==> src/shared/mpc_regs.svh <==
// Register offsets, field positions and constants of the memory partition configuration block
`ifndef MPC_REGS_SVH
`define MPC_REGS_SVH

// ---------------------------------------------------------------
// Register byte offsets (word aligned)
// ---------------------------------------------------------------
`define MPC_OFS_RAM_KERNEL_CODE_BASE 8'h00
`define MPC_OFS_RAM_USER_DATA_BASE 8'h04
`define MPC_OFS_RAM_USER_CODE_BASE 8'h08
`define MPC_OFS_RAM_SIZE 8'h0C
`define MPC_OFS_FLASH_USER_CODE_BASE 8'h10
`define MPC_OFS_FLASH_SIZE 8'h14
`define MPC_OFS_BOOT_FLASH_SIZE 8'h18
`define MPC_OFS_FLASH_GEOMETRY 8'h1C

// ---------------------------------------------------------------
// Field positions
// ---------------------------------------------------------------
`define MPC_RAM_BASE_HI 15
`define MPC_RAM_BASE_LO 10
`define MPC_FLASH_BASE_HI 19
`define MPC_FLASH_BASE_LO 11

// ---------------------------------------------------------------
// Reset values and size constants
// ---------------------------------------------------------------
`define MPC_RAM_BASE_RST 6'h00
`define MPC_FLASH_BASE_RST 9'h000
`define MPC_RAM_SIZE_DEF 32'h00020000
`define MPC_FLASH_SIZE_DEF 32'h00080000
`define MPC_BOOT_FLASH_SIZE 32'h00003000
`define MPC_FLASH_PAGE_BYTES 16'h1000
`define MPC_FLASH_ROW_BYTES 16'h0200
`define MPC_ZERO32 32'h00000000
`define MPC_ADDR_MSB 7

`endif

==> src/shared/mpc_pkg.sv <==
// Types shared by the memory partition configuration block
package mpc_pkg;
   // ---------------------------------------------------------------
   // Bus slave states
   // ---------------------------------------------------------------
   typedef enum logic [2:0] {
      MPC_IDLE = 3'h1,
      MPC_RESP = 3'h2,
      MPC_DONE = 3'h4
   } mpc_state_t;

   // Decoded register selector
   typedef enum logic [3:0] {
      MPC_SEL_KCB = 4'h0,
      MPC_SEL_UDB = 4'h1,
      MPC_SEL_UCB = 4'h2,
      MPC_SEL_RSZ = 4'h3,
      MPC_SEL_FCB = 4'h4,
      MPC_SEL_FSZ = 4'h5,
      MPC_SEL_BSZ = 4'h6,
      MPC_SEL_GEO = 4'h7,
      MPC_SEL_NONE = 4'h8
   } mpc_sel_t;
endpackage

==> src/hdl/mpc_base_field.sv <==
// One writable base-address field with fixed zero low bits
`timescale 1ns/10ps
`include "mpc_regs.svh"
module mpc_base_field #(
   parameter int HI = 15,
   parameter int LO = 10
) (
   input wire logic clk,
   input wire logic reset_n,
   input wire logic wr_en,
   input wire logic [31:0] wr_data,
   input wire logic [3:0] byte_en,
   output logic [31:0] value
);
   // ---------------------------------------------------------------
   // Field storage
   // ---------------------------------------------------------------
   logic [HI-LO:0] field_q;
   logic [31:0] merged;
   logic [31:0] mask;

   // Byte lanes select which incoming bits land on the field
   always_comb begin
      mask = {{8{byte_en[3]}}, {8{byte_en[2]}}, {8{byte_en[1]}}, {8{byte_en[0]}}};
      merged = (wr_data & mask) | (value & ~mask);
   end

   // Cleared at reset; only HI..LO ever hold state
   always_ff @(posedge clk or negedge reset_n) begin
      if (!reset_n) begin
         field_q <= '0;
      end else if (wr_en) begin
         field_q <= merged[HI:LO];
      end
   end

   // Bits outside the field are wired to zero so granularity holds
   always_comb begin
      value = `MPC_ZERO32;
      value[HI:LO] = field_q;
   end
endmodule

==> src/hdl/mpc_config_regs.sv <==
// Avalon-MM register bank that partitions data RAM and program flash
//
// Decided for this implementation: the placing of the registers and the Avalon-MM register port.
`timescale 1ns/10ps
`include "mpc_regs.svh"
module mpc_config_regs #(
   parameter logic [31:0] RAM_SIZE = `MPC_RAM_SIZE_DEF,
   parameter logic [31:0] FLASH_SIZE = `MPC_FLASH_SIZE_DEF
) (
   input wire logic clk,
   input wire logic reset_n,
   input wire logic [7:0] avs_address,
   input wire logic avs_read,
   input wire logic avs_write,
   input wire logic [31:0] avs_writedata,
   input wire logic [3:0] avs_byteenable,
   output logic [31:0] avs_readdata,
   output logic avs_waitrequest,
   output logic [1:0] avs_response,
   output logic [31:0] ram_kernel_code_base,
   output logic [31:0] ram_user_data_base,
   output logic [31:0] ram_user_code_base,
   output logic [31:0] flash_user_code_base,
   output logic ram_user_code_active,
   output logic ram_user_data_active,
   output logic partition_order_error
);
   // ---------------------------------------------------------------
   // Decode
   // ---------------------------------------------------------------
   mpc_pkg::mpc_state_t state_q;
   mpc_pkg::mpc_sel_t sel;
   logic [31:0] kcb_val;
   logic [31:0] udb_val;
   logic [31:0] ucb_val;
   logic [31:0] fcb_val;
   logic [31:0] rd_mux;
   logic wr_take;
   logic [2:0] wr_vec;
   logic [31:0] geometry;

   // Flash organisation reported to software
   assign geometry = {`MPC_FLASH_PAGE_BYTES, `MPC_FLASH_ROW_BYTES};

   // Address map; anything unmapped answers with an error response
   always_comb begin
      case (avs_address)
         `MPC_OFS_RAM_KERNEL_CODE_BASE: sel = mpc_pkg::MPC_SEL_KCB;
         `MPC_OFS_RAM_USER_DATA_BASE: sel = mpc_pkg::MPC_SEL_UDB;
         `MPC_OFS_RAM_USER_CODE_BASE: sel = mpc_pkg::MPC_SEL_UCB;
         `MPC_OFS_RAM_SIZE: sel = mpc_pkg::MPC_SEL_RSZ;
         `MPC_OFS_FLASH_USER_CODE_BASE: sel = mpc_pkg::MPC_SEL_FCB;
         `MPC_OFS_FLASH_SIZE: sel = mpc_pkg::MPC_SEL_FSZ;
         `MPC_OFS_BOOT_FLASH_SIZE: sel = mpc_pkg::MPC_SEL_BSZ;
         `MPC_OFS_FLASH_GEOMETRY: sel = mpc_pkg::MPC_SEL_GEO;
         default: sel = mpc_pkg::MPC_SEL_NONE;
      endcase
   end

   // ---------------------------------------------------------------
   // Bus handshake
   // ---------------------------------------------------------------
   // Write lands once, in the cycle the request is first seen idle
   assign wr_take = (state_q == mpc_pkg::MPC_IDLE) && avs_write;

   // Idle, then one response cycle with waitrequest low, then a gap
   // cycle so a held request is never taken twice
   always_ff @(posedge clk or negedge reset_n) begin
      if (!reset_n) begin
         state_q <= mpc_pkg::MPC_IDLE;
      end else begin
         case (state_q)
            mpc_pkg::MPC_IDLE: begin
               if (avs_read || avs_write) begin
                  state_q <= mpc_pkg::MPC_RESP;
               end
            end
            mpc_pkg::MPC_RESP: state_q <= mpc_pkg::MPC_DONE;
            mpc_pkg::MPC_DONE: state_q <= mpc_pkg::MPC_IDLE;
            default: state_q <= mpc_pkg::MPC_IDLE;
         endcase
      end
   end

   // Waitrequest is high except in the single answer cycle
   always_ff @(posedge clk or negedge reset_n) begin
      if (!reset_n) begin
         avs_waitrequest <= 1'b1;
      end else begin
         avs_waitrequest <= !((state_q == mpc_pkg::MPC_IDLE) && (avs_read || avs_write));
      end
   end

   // ---------------------------------------------------------------
   // Writable base fields
   // ---------------------------------------------------------------
   // Only the three RAM bases and the flash base hold state; size and
   // geometry words have no write path at all
   assign wr_vec = {wr_take && (sel == mpc_pkg::MPC_SEL_UCB),
                    wr_take && (sel == mpc_pkg::MPC_SEL_UDB),
                    wr_take && (sel == mpc_pkg::MPC_SEL_KCB)};

   // Same 1 KB field for all three RAM bases
   genvar gi;
   logic [31:0] ram_vals [3];
   generate
      for (gi = 0; gi < 3; gi++) begin : g_ram
         mpc_base_field #(
            .HI(`MPC_RAM_BASE_HI),
            .LO(`MPC_RAM_BASE_LO)
         ) u_field (
            .clk(clk),
            .reset_n(reset_n),
            .wr_en(wr_vec[gi]),
            .wr_data(avs_writedata),
            .byte_en(avs_byteenable),
            .value(ram_vals[gi])
         );
      end
   endgenerate
   assign kcb_val = ram_vals[0];
   assign udb_val = ram_vals[1];
   assign ucb_val = ram_vals[2];

   // Flash base in 2 KB steps, upper bits unimplemented
   mpc_base_field #(
      .HI(`MPC_FLASH_BASE_HI),
      .LO(`MPC_FLASH_BASE_LO)
   ) u_flash_field (
      .clk(clk),
      .reset_n(reset_n),
      .wr_en(wr_take && (sel == mpc_pkg::MPC_SEL_FCB)),
      .wr_data(avs_writedata),
      .byte_en(avs_byteenable),
      .value(fcb_val)
   );

   // ---------------------------------------------------------------
   // Read path
   // ---------------------------------------------------------------
   // Size words are fixed constants
   always_comb begin
      case (sel)
         mpc_pkg::MPC_SEL_KCB: rd_mux = kcb_val;
         mpc_pkg::MPC_SEL_UDB: rd_mux = udb_val;
         mpc_pkg::MPC_SEL_UCB: rd_mux = ucb_val;
         mpc_pkg::MPC_SEL_RSZ: rd_mux = RAM_SIZE;
         mpc_pkg::MPC_SEL_FCB: rd_mux = fcb_val;
         mpc_pkg::MPC_SEL_FSZ: rd_mux = FLASH_SIZE;
         mpc_pkg::MPC_SEL_BSZ: rd_mux = `MPC_BOOT_FLASH_SIZE;
         mpc_pkg::MPC_SEL_GEO: rd_mux = geometry;
         default: rd_mux = `MPC_ZERO32;
      endcase
   end

   // Read data registered into the answer cycle; zero otherwise
   always_ff @(posedge clk or negedge reset_n) begin
      if (!reset_n) begin
         avs_readdata <= `MPC_ZERO32;
      end else if ((state_q == mpc_pkg::MPC_IDLE) && avs_read) begin
         avs_readdata <= rd_mux;
      end else begin
         avs_readdata <= `MPC_ZERO32;
      end
   end

   // SLVERR for unmapped addresses, OKAY otherwise
   always_ff @(posedge clk or negedge reset_n) begin
      if (!reset_n) begin
         avs_response <= 2'h0;
      end else if ((state_q == mpc_pkg::MPC_IDLE) && (avs_read || avs_write)) begin
         avs_response <= (sel == mpc_pkg::MPC_SEL_NONE) ? 2'h2 : 2'h0;
      end else begin
         avs_response <= 2'h0;
      end
   end

   // ---------------------------------------------------------------
   // Partition outputs
   // ---------------------------------------------------------------
   // Registered copies so every output comes from a flop; they trail
   // the field by one cycle
   always_ff @(posedge clk or negedge reset_n) begin
      if (!reset_n) begin
         ram_kernel_code_base <= `MPC_ZERO32;
         ram_user_data_base <= `MPC_ZERO32;
         ram_user_code_base <= `MPC_ZERO32;
         flash_user_code_base <= `MPC_ZERO32;
      end else begin
         ram_kernel_code_base <= kcb_val;
         ram_user_data_base <= udb_val;
         ram_user_code_base <= ucb_val;
         flash_user_code_base <= fcb_val;
      end
   end

   // User program region exists only while its base is nonzero
   always_ff @(posedge clk or negedge reset_n) begin
      if (!reset_n) begin
         ram_user_code_active <= 1'b0;
         ram_user_data_active <= 1'b0;
      end else begin
         ram_user_code_active <= (ucb_val != `MPC_ZERO32);
         ram_user_data_active <= (udb_val != `MPC_ZERO32);
      end
   end

   // Hardware does not enforce ordering; it only flags a bad layout
   // so the system can notice
   always_ff @(posedge clk or negedge reset_n) begin
      if (!reset_n) begin
         partition_order_error <= 1'b0;
      end else begin
         partition_order_error <= ((ucb_val != `MPC_ZERO32) && (ucb_val <= udb_val)) ||
                                  ((udb_val != `MPC_ZERO32) && (udb_val <= kcb_val)) ||
                                  (ucb_val > RAM_SIZE) || (udb_val > RAM_SIZE) ||
                                  (kcb_val > RAM_SIZE);
      end
   end
endmodule

==> config.mk <==
export PLATFORM = sky130hd
export DESIGN_NAME = mpc_config_regs
export DESIGN_NICKNAME = d
export VERILOG_FILES = /design/src/shared/mpc_pkg.sv /design/src/hdl/mpc_base_field.sv /design/src/hdl/mpc_config_regs.sv
export VERILOG_INCLUDE_DIRS = /design/src /design/src/shared
export SDC_FILE = /design/constraint.sdc
export NUM_CORES = 1
export LEC_CHECK = 0
export BUFFER_PORTS_ARGS = -buffer_cell sky130_fd_sc_hd__buf_2
export CORE_MARGIN = 2
export CORE_UTILIZATION = 48
export CTS_BUF_LIST = sky130_fd_sc_hd__clkbuf_8
export DETAILED_ROUTE_END_ITERATION = 8
export HOLD_SLACK_MARGIN = 0.06
export PLACE_DENSITY = 0.86
export SYNTH_ARGS = -nofsm -noshare
export SYNTH_HDL_FRONTEND = slang
export SYNTH_SLANG_ARGS = --single-unit
==> constraint.sdc <==
create_clock -name clk -period 4.45 [get_ports clk]
set_input_delay 0.2225 -clock clk [delete_from_list [all_inputs] [get_ports clk]]
set_output_delay 0.2225 -clock clk [all_outputs]
set_load 0.02 [all_outputs]
### After elaboration in Yosys (flattened, before gate mapping)

Memories as Yosys holds them, arrays and structs flattened.
Cells that the tools add are included.

* $lt $le $gt $ge: 5
* equal/unequal tests: 11
* muxes and demuxes: 7
* bitwise gates (word level): 10
* reduce and logical (&&, ||, !) cells: 19

Operators by type and width (number)
* 29-bit case mux with 8 select lines: 1
* 32-bit nonzero test: 2
* 16-bit by 18-bit greater-than comparator with 1-bit output (second input constant): 3
* 16-bit AND: 3
* 16-bit OR: 3
* 20-bit AND: 2
* 16-bit <= comparator: 2
* 32-bit 2-to-1 mux: 1
* 20-bit NOT: 1
* 20-bit OR: 1
* 4-bit by 3-bit equality test with 1-bit output (second input constant): 4
* 1-bit logical AND: 9
* 4-bit by 2-bit equality test with 1-bit output (second input constant): 2
* 3-bit case mux with 2 select lines: 1
* 1-bit logical OR: 5
* 4-bit by 1-bit equality test with 1-bit output (second input constant): 1
* 4-bit equality test (second input constant): 1
* 4-bit logical NOT: 1
* 2-bit 2-to-1 mux: 2
* 4-bit 2-to-1 mux: 1
* 3-bit by 1-bit equality test with 1-bit output (second input constant): 1
* 3-bit by 2-bit equality test with 1-bit output (second input constant): 1
* 3-bit logical NOT: 1
* 3-bit 2-to-1 mux: 1
* other kinds (2): 2

* flip-flop bits (word level): 95
* ROM bits: 128
* input bits: 48
* output and inout bits: 166
* logic and storage cells: 68
* memories kept: 1

Memories
* (no name shown): words 32, width 4, rd ports 1, clocked after Yosys merged registers in 0, wr ports 0, RTL line mpc_config_regs.sv:47 `case (avs_address)`

### Longest topological paths before layout

Gate-level depths: netlist of run 1.

* depth in word-level cells: 6
* mapped depth: 6

### By module

A second synthesis of run 1 with hierarchy kept.

* cells, all modules: 749
* area, all modules: 8878.5 sq um

By module, submodules not included
* mpc_config_regs: times used 1, cells each 585, area each 7016.7 sq um
* mpc_base_field (g_ram[0].u_field ...): times used 3, cells each 40, area each 450.4 sq um
* mpc_base_field (u_flash_field): times used 1, cells each 44, area each 510.5 sq um

### Worst setup path before layout of run 1

No wires, ideal clock.

* path kind: input to register
* start point: input port avs_address[6]
* end point: register with a tool-made name
* setup time: 0.125 ns
* arrival: 1.875 ns
* setup slack: 2.451 ns
* cell stages on the path: 4
* path buffers: 0
* path through: or4_4 > or3_4 > nor4_4 > mux2_2

RTL lines
* start: declaration: RTL line mpc_config_regs.sv:12 `input wire logic [7:0] avs_address,`

==> results of run 1 <==
==> worst min-delay path by stage <==
stage	to	startpoint	slack, ns	depth (start not counted)
after floorplan	async pin	reset_n	-0.07	0
after global placement	flash_user_code_base[17]	reset_n	0.14	1
after detailed placement	flash_user_code_base[17]	reset_n	0.15	1
after CTS	flip-flop	avs_writedata[18]	0.1	2
after global routing	flip-flop	avs_writedata[18]	0.1	2
final	flip-flop	avs_writedata[18]	0.10	2
==> worst max-delay path: cells and delay by family, from the launching register on <==
kind | cells | cell delay [ns]
flops | 1 | 0.53
simple gates | 3 | 1.30
mux | 1 | 0.40
==> synthesized netlist by cell type (4+ instances only) <==
library cell  instances  area share [%]
nand4_1               4            0.65
ha_1                 12             3.9
nand2_1               8            0.78
clkbuf_1              4            0.39
nand3_1               5            0.65
buf_4               124              24
mux2i_1               4             1.0
a21oi_1               4            0.52
mux2_2               27             7.9
nor2_1               17             1.7
inv_1                16             1.6
dfrtp_1              71              46
nor3_1                4            0.52
==> area by class of cell <==
type,instances,area share [%]
timing repair buffer,69,8.70
clock inverter,5,1.94
multi-input combinational,246,35.9
clock buffer,11,3.73
tap,102,3.15
inverter,16,1.48
sequential,73,45.1
==> routing by layer <==
layer | GRT usage, % | vias to the layer above
li1 | - | 1040
met1 | 17.0 | 1093
met2 | 24.6 | 139
met3 | 4.27 | 15
met4 | 6.86 | 0
met5 | 0 | -
==> timing repair <==
item	in CTS	in global routing
setup buffers	0	0
hold endpoints to repair	14	0
hold buffers	1	0
==> kinds of logic (layout without fill, tap and decap cells) <==
family                     after synthesis  count (layout)
adders and majority gates               12              12
muxes                                   31              31
buffers and inverters                  145             101
other                                    1             122
and+or+nand+nor                         58              58
DFF                                     73              73
AOI/OAI and AO/OA                       23              23
==> metrics by stage <==
stage | power [uW] | cells | worst slack (ns) | util [%]
after floorplan | 999 | 464 | 2.45 | -
after global placement | 972 | 505 | 2.17 | 49.4
after detailed placement | 979 | 505 | 2.12 | 49.4
after CTS | 1550 | 522 | 2.10 | 52.5
after global routing | 1610 | 522 | 1.98 | 52.5
final | 1540 | 522 | 2.10 | 52.5
==> power groups by stage <==
stage	logic (uW)	clock network, uW	registers (uW)
floorplan	242	0	757
global placement	239	0	733
detailed placement	244	0	735
CTS	245	579	722
global route	267	613	726
finish	247	572	722
==> flow_summary.yaml, run 1 <==
final_layout:
  areaGrowthSynthToFinish_pct: 5.57
  fillers: 669
  stdcell_area_sq_um: 4060
  insertedDiodeCount: 0
  regArea_sq_um: 1830
  final_common_cell: "conb_1"
  drive_above_1_share_pct: 27.9
  layout.nets: 475
  multi_input_area_sq_um: 1460
  final_cell_mix: "conb_1, dfrtp_1, buf_2, mux2_2"
clock_network:
  post_cts_resize_count: 0
  root_buffer: "clkbuf_8"
  clk_pin_slew_worst_paths_ns: 0.07
  clock_latency_ns: 0.35
  cts_tree: "built"
  clock_path_buffers: 2
  numCtsBuffers: 9
  h-tree-depth: 3
  cts.sinks: 73
route:
  drt-initial-drc-count: 76
  wl_met1_mm: 2.56
  wl_per_cell_um: 12.6
  dr.pass1.iters: 4
  wl_met2_mm: 3.27
  routed.top_layer: "met4"
  drc_errors: 0
  via_per_inst: 4.38
  vias: 2287
  drtAntennaViolNets: 0
  met3WireLength_um: 618
  drt_wl_total_mm: 6.56
timing:
  skew_ns: 0.00962
  final-hold-violation-count: 0
  drv_slew: 0
  period_share_pct: 52.7
  finalSetupTns_ns: 0
  finalCriticalPeriod_ns: 2.35
  fmax_ghz: 0.426
  tightest_slew_ns: 0.673
  max_slew_margin_pct: 55.1
  rsz0062_at_grt: "false"
  setup_viol: 0
  whs_ns: 0.104
placed_design:
  gp_congestion: 0.861
  hpwl_mm: 4.95
  port_buffers: 67
  postPlaceCellArea_sq_um: 3820
grt:
  grt_max_degree: 58
  grt_pass1_vias: 2092
  antenna_found_initial: 1
  grt_usage_pct: 14.6
  grt_overflow: 0
  grt_pass1_wl_mm: 9.78
power:
  power_frac_clock_pct: 37.1
  p_leak_uw: 0.00230
  p_seq_share_pct: 46.9
  p_int_uw: 1110
  p_sw_uw: 436
  swShare_pct: 28.3
  ir_drop_mv: 0.154
  p_per_area_nw_per_um2: 380
  comb_power_share_pct: 16.0
setup_path:
  crit_arrival_ns: 2.58
  critPathMaxFanout: 6
  crit_path_start: "state_q[0]"
  worst_r2r_path_depth: 4
  cp_cell_sequence: "nor3b_1, nand3_1, nor4_4, mux2_2"
  cp-start-kind: "flip-flop"
  crit_path_top_delay_cell: "dfstp_2"
  max_stage_delay_ns: 0.53
  worstPathRequired_ns: 4.69
  path_class: "reg2reg"
  reg2reg_slack_ns: 2.10
  crit-reg2reg-launch: "state_q[0]"
  end_kind: "flip-flop"
logic_synthesis:
  synth_fa_ha_area_share_pct: 3.91
  yosys.cell_types.count: 37
  synth_seq_cells: 73
  synth_compound_area_share_pct: 4.17
  muxShareOfSynthArea_pct: 8.95
  synth-async-reset-ratio_pct: 100
  syn_avg_cell_area_sq_um: 11.2
  yosysWarnings: 0
  synth_area_sq_um: 3840
  synth_ff_type: "dfrtp_1"
  synth-xor-area-share_pct: 0
  syn-instance-count: 343
  yosys.area_share.simple_pct: 8.95
  synth_edf_count: 0
  ys_seq_area_share_pct: 47.6
  synth_top_family_by_area: "buffers and inverters"
die:
  boundaryPins: 214
  die_h_um: 93.5
  die_area_sq_um: 8740
  coreArea_sq_um: 7730
  rows: 32
  die_w_um: 93.5
  initial_core_util_pct: 49.7
outcome:
  status: "complete, no violations"
run:
  timing.max_cap.violations: 0
hold_path:
  min_path_type: "in2reg"
No activity file was read; power rests on OpenSTA's default activity.
==> inputs of run 2 (changes only) <==
--- a/config.mk
+++ b/config.mk
@@ -8,11 +8,11 @@
 export LEC_CHECK = 0
 export BUFFER_PORTS_ARGS = -buffer_cell sky130_fd_sc_hd__buf_2
 export CORE_MARGIN = 2
-export CORE_UTILIZATION = 48
+export CORE_UTILIZATION = 42
 export CTS_BUF_LIST = sky130_fd_sc_hd__clkbuf_8
 export DETAILED_ROUTE_END_ITERATION = 8
 export HOLD_SLACK_MARGIN = 0.06
-export PLACE_DENSITY = 0.86
+export PLACE_DENSITY = 0.79
 export SYNTH_ARGS = -nofsm -noshare
 export SYNTH_HDL_FRONTEND = slang
 export SYNTH_SLANG_ARGS = --single-unit
==> constraint.sdc (replaced) <==
create_clock -name clk -period 2.1 [get_ports clk]
set_input_delay 0.105 -clock clk [delete_from_list [all_inputs] [get_ports clk]]
set_output_delay 0.105 -clock clk [all_outputs]
set_load 0.02 [all_outputs]
==> run 2 against run 1 <==
  * Global-route usage shrank 1.0 points
  * Cell area increased by 4.1%
  * Maximum frequency increased by 18%
  * Final cell count is 4.6% higher
  * First-iteration DRC count up 49%
==> flow_summary.yaml, run 2 (same netlist as run 1, synthesis figures left out) <==
outcome:
  status: "complete, no violations"
power:
  p_per_area_nw_per_um2: 762
  p_leak_uw: 0.00238
  ir_drop_mv: 0.247
setup_path:
  max_stage_delay_ns: 0.53
  cp-start-kind: "flip-flop"
  critPathMaxFanout: 6
  worst-path-stages: 5
  end_kind: "flip-flop"
  path_class: "reg2reg"
  crit-reg2reg-launch: "state_q[0]"
  worstPathRequired_ns: 2.32
  crit_arrival_ns: 2.22
  worst_r2r_path_depth: 5
  critPathTopFamily: "simple AND/OR/NAND/NOR gates"
  cp_cell_sequence: "nor3b_1, nand3_2, nor4_4, buf_4, mux2_2"
  crit_path_start: "state_q[0]"
  crit_path_top_delay_cell: "dfstp_2"
  cp_num_buf_inv: 1
die:
  die_h_um: 99.7
  rows: 34
  initial_core_util_pct: 43.6
  coreArea_sq_um: 8810
  boundaryPins: 214
  die_area_sq_um: 9930
  die_w_um: 99.7
hold_path:
  min_from: "avs_address[4]"
  holdPathStages: 3
  min_path_type: "in2reg"
clock_network:
  h-tree-depth: 3
  cts.sinks: 73
  postCtsSetupRepairBufs: 0
  clock_latency_ns: 0.34
  cts_tree: "built"
  numCtsBuffers: 9
  clk_pin_slew_worst_paths_ns: 0.07
  root_buffer: "clkbuf_8"
  clock_path_buffers: 2
route:
  drt_wl_total_mm: 6.92
  drtAntennaViolNets: 0
  drc_errors: 0
  vias: 2359
  wl_per_cell_um: 12.7
  routed.top_layer: "met4"
  dr.pass1.iters: 4
  drt-initial-drc-count: 113
  met3WireLength_um: 567
  wl_met1_mm: 2.73
  wl_met2_mm: 3.52
  via_per_inst: 4.32
placed_design:
  dp_cells: 516
  hpwl_mm: 5.23
  port_buffers: 67
  gp_congestion: 0.827
grt:
  grt_max_degree: 45
  grt_pass1_wl_mm: 10.5
  grt_usage_pct: 13.5
  grt_pass1_vias: 2162
  grt_overflow: 0
  antenna_found_initial: 0
timing:
  rsz0062_at_grt: "false"
  fmax_ghz: 0.502
  period_share_pct: 94.9
  finalCriticalPeriod_ns: 1.99
  final-hold-violation-count: 0
  skew_ns: 0.00828
  drv_slew: 0
  tightest_slew_ns: 0.679
  max_slew_margin_pct: 54.8
  finalSetupTns_ns: 0
  setup_viol: 0
final_layout:
  stdcell_count: 546
  layout.nets: 493
  insertedDiodeCount: 0
  final_common_cell: "conb_1"
  fillers: 801
  fin_util_pct: 48.0
  areaGrowthSynthToFinish_pct: 9.93
  final_cell_mix: "conb_1, dfrtp_1, buf_2, mux2_2, nor2_1"
  drive_above_1_share_pct: 28.5
run:
  timing.max_cap.violations: 0
## run 2: cell count changes in the layout (fill, tap and decap cells not counted), sizes merged
cell,change
dlygate4sd3,+13
buf,+5
clkinv,+4
clkinvlp,-2
bufinv,-1
clkbuf,-1
## run 2: repair_timing
item                                    4_1_cts  5_1_grt
endpoints found under the setup margin        0       11
gates resized for setup                       0        2
hold endpoints to repair                     57        0
hold buffers                                 14        0
## run 2: per-layer routing
layer	vias to the layer above	track usage [%]
met5	-	0
met4	0	6.11
met3	13	3.16
met2	136	23.5
met1	1129	15.9
li1	1081	-
## run 2: cell type report
cell class	count	area, sq um	area share (%)
Sequential cell	73	1830	43.3
Multi-Input combinational cell	246	1460	34.6
Timing Repair Buffer	87	533	12.6
Clock buffer	10	138	3.26
Tap cell	108	135	3.20
Clock inverter	6	66.3	1.57
Inverter	16	60.1	1.42
## run 2: power by group
group          total [uW]  switching, uW  internal, uW
Clock                1100            512           585
Sequential           1530           36.4          1490
Combinational         591            425           166
## run 2: worst paths after layout
check | end | slack (ns)
hold reg to reg | flash_user_code_base[16] | 0.40
hold / removal | avs_readdata[9] | 0.14
min in group asynchronous | ram_user_code_base[10] | 0.33
setup / recovery | flip-flop | 0.11
setup reg to reg | flip-flop | 0.11
max in group asynchronous | avs_waitrequest | 1.05
## run 2: through the flow
stage | area [sq um] | total power, uW | setup slack (ns) | hold slack (ns)
after floorplan | 4300 | 2120 | 0.107 | -0.191
after global placement | 3870 | 2080 | 0.0650 | 0.150
after detailed placement | 3870 | 2110 | 0.0434 | 0.176
after CTS | 4220 | 3240 | 0.0394 | 0.117
after global routing | 4220 | 3360 | 0.0369 | 0.155
final | 4220 | 3220 | 0.106 | 0.136
## run 2: tightest hold or removal path, cell delays in order
cell and delay (ns):
buf_2 0.20, nand3_1 0.10, nor2_1 0.04
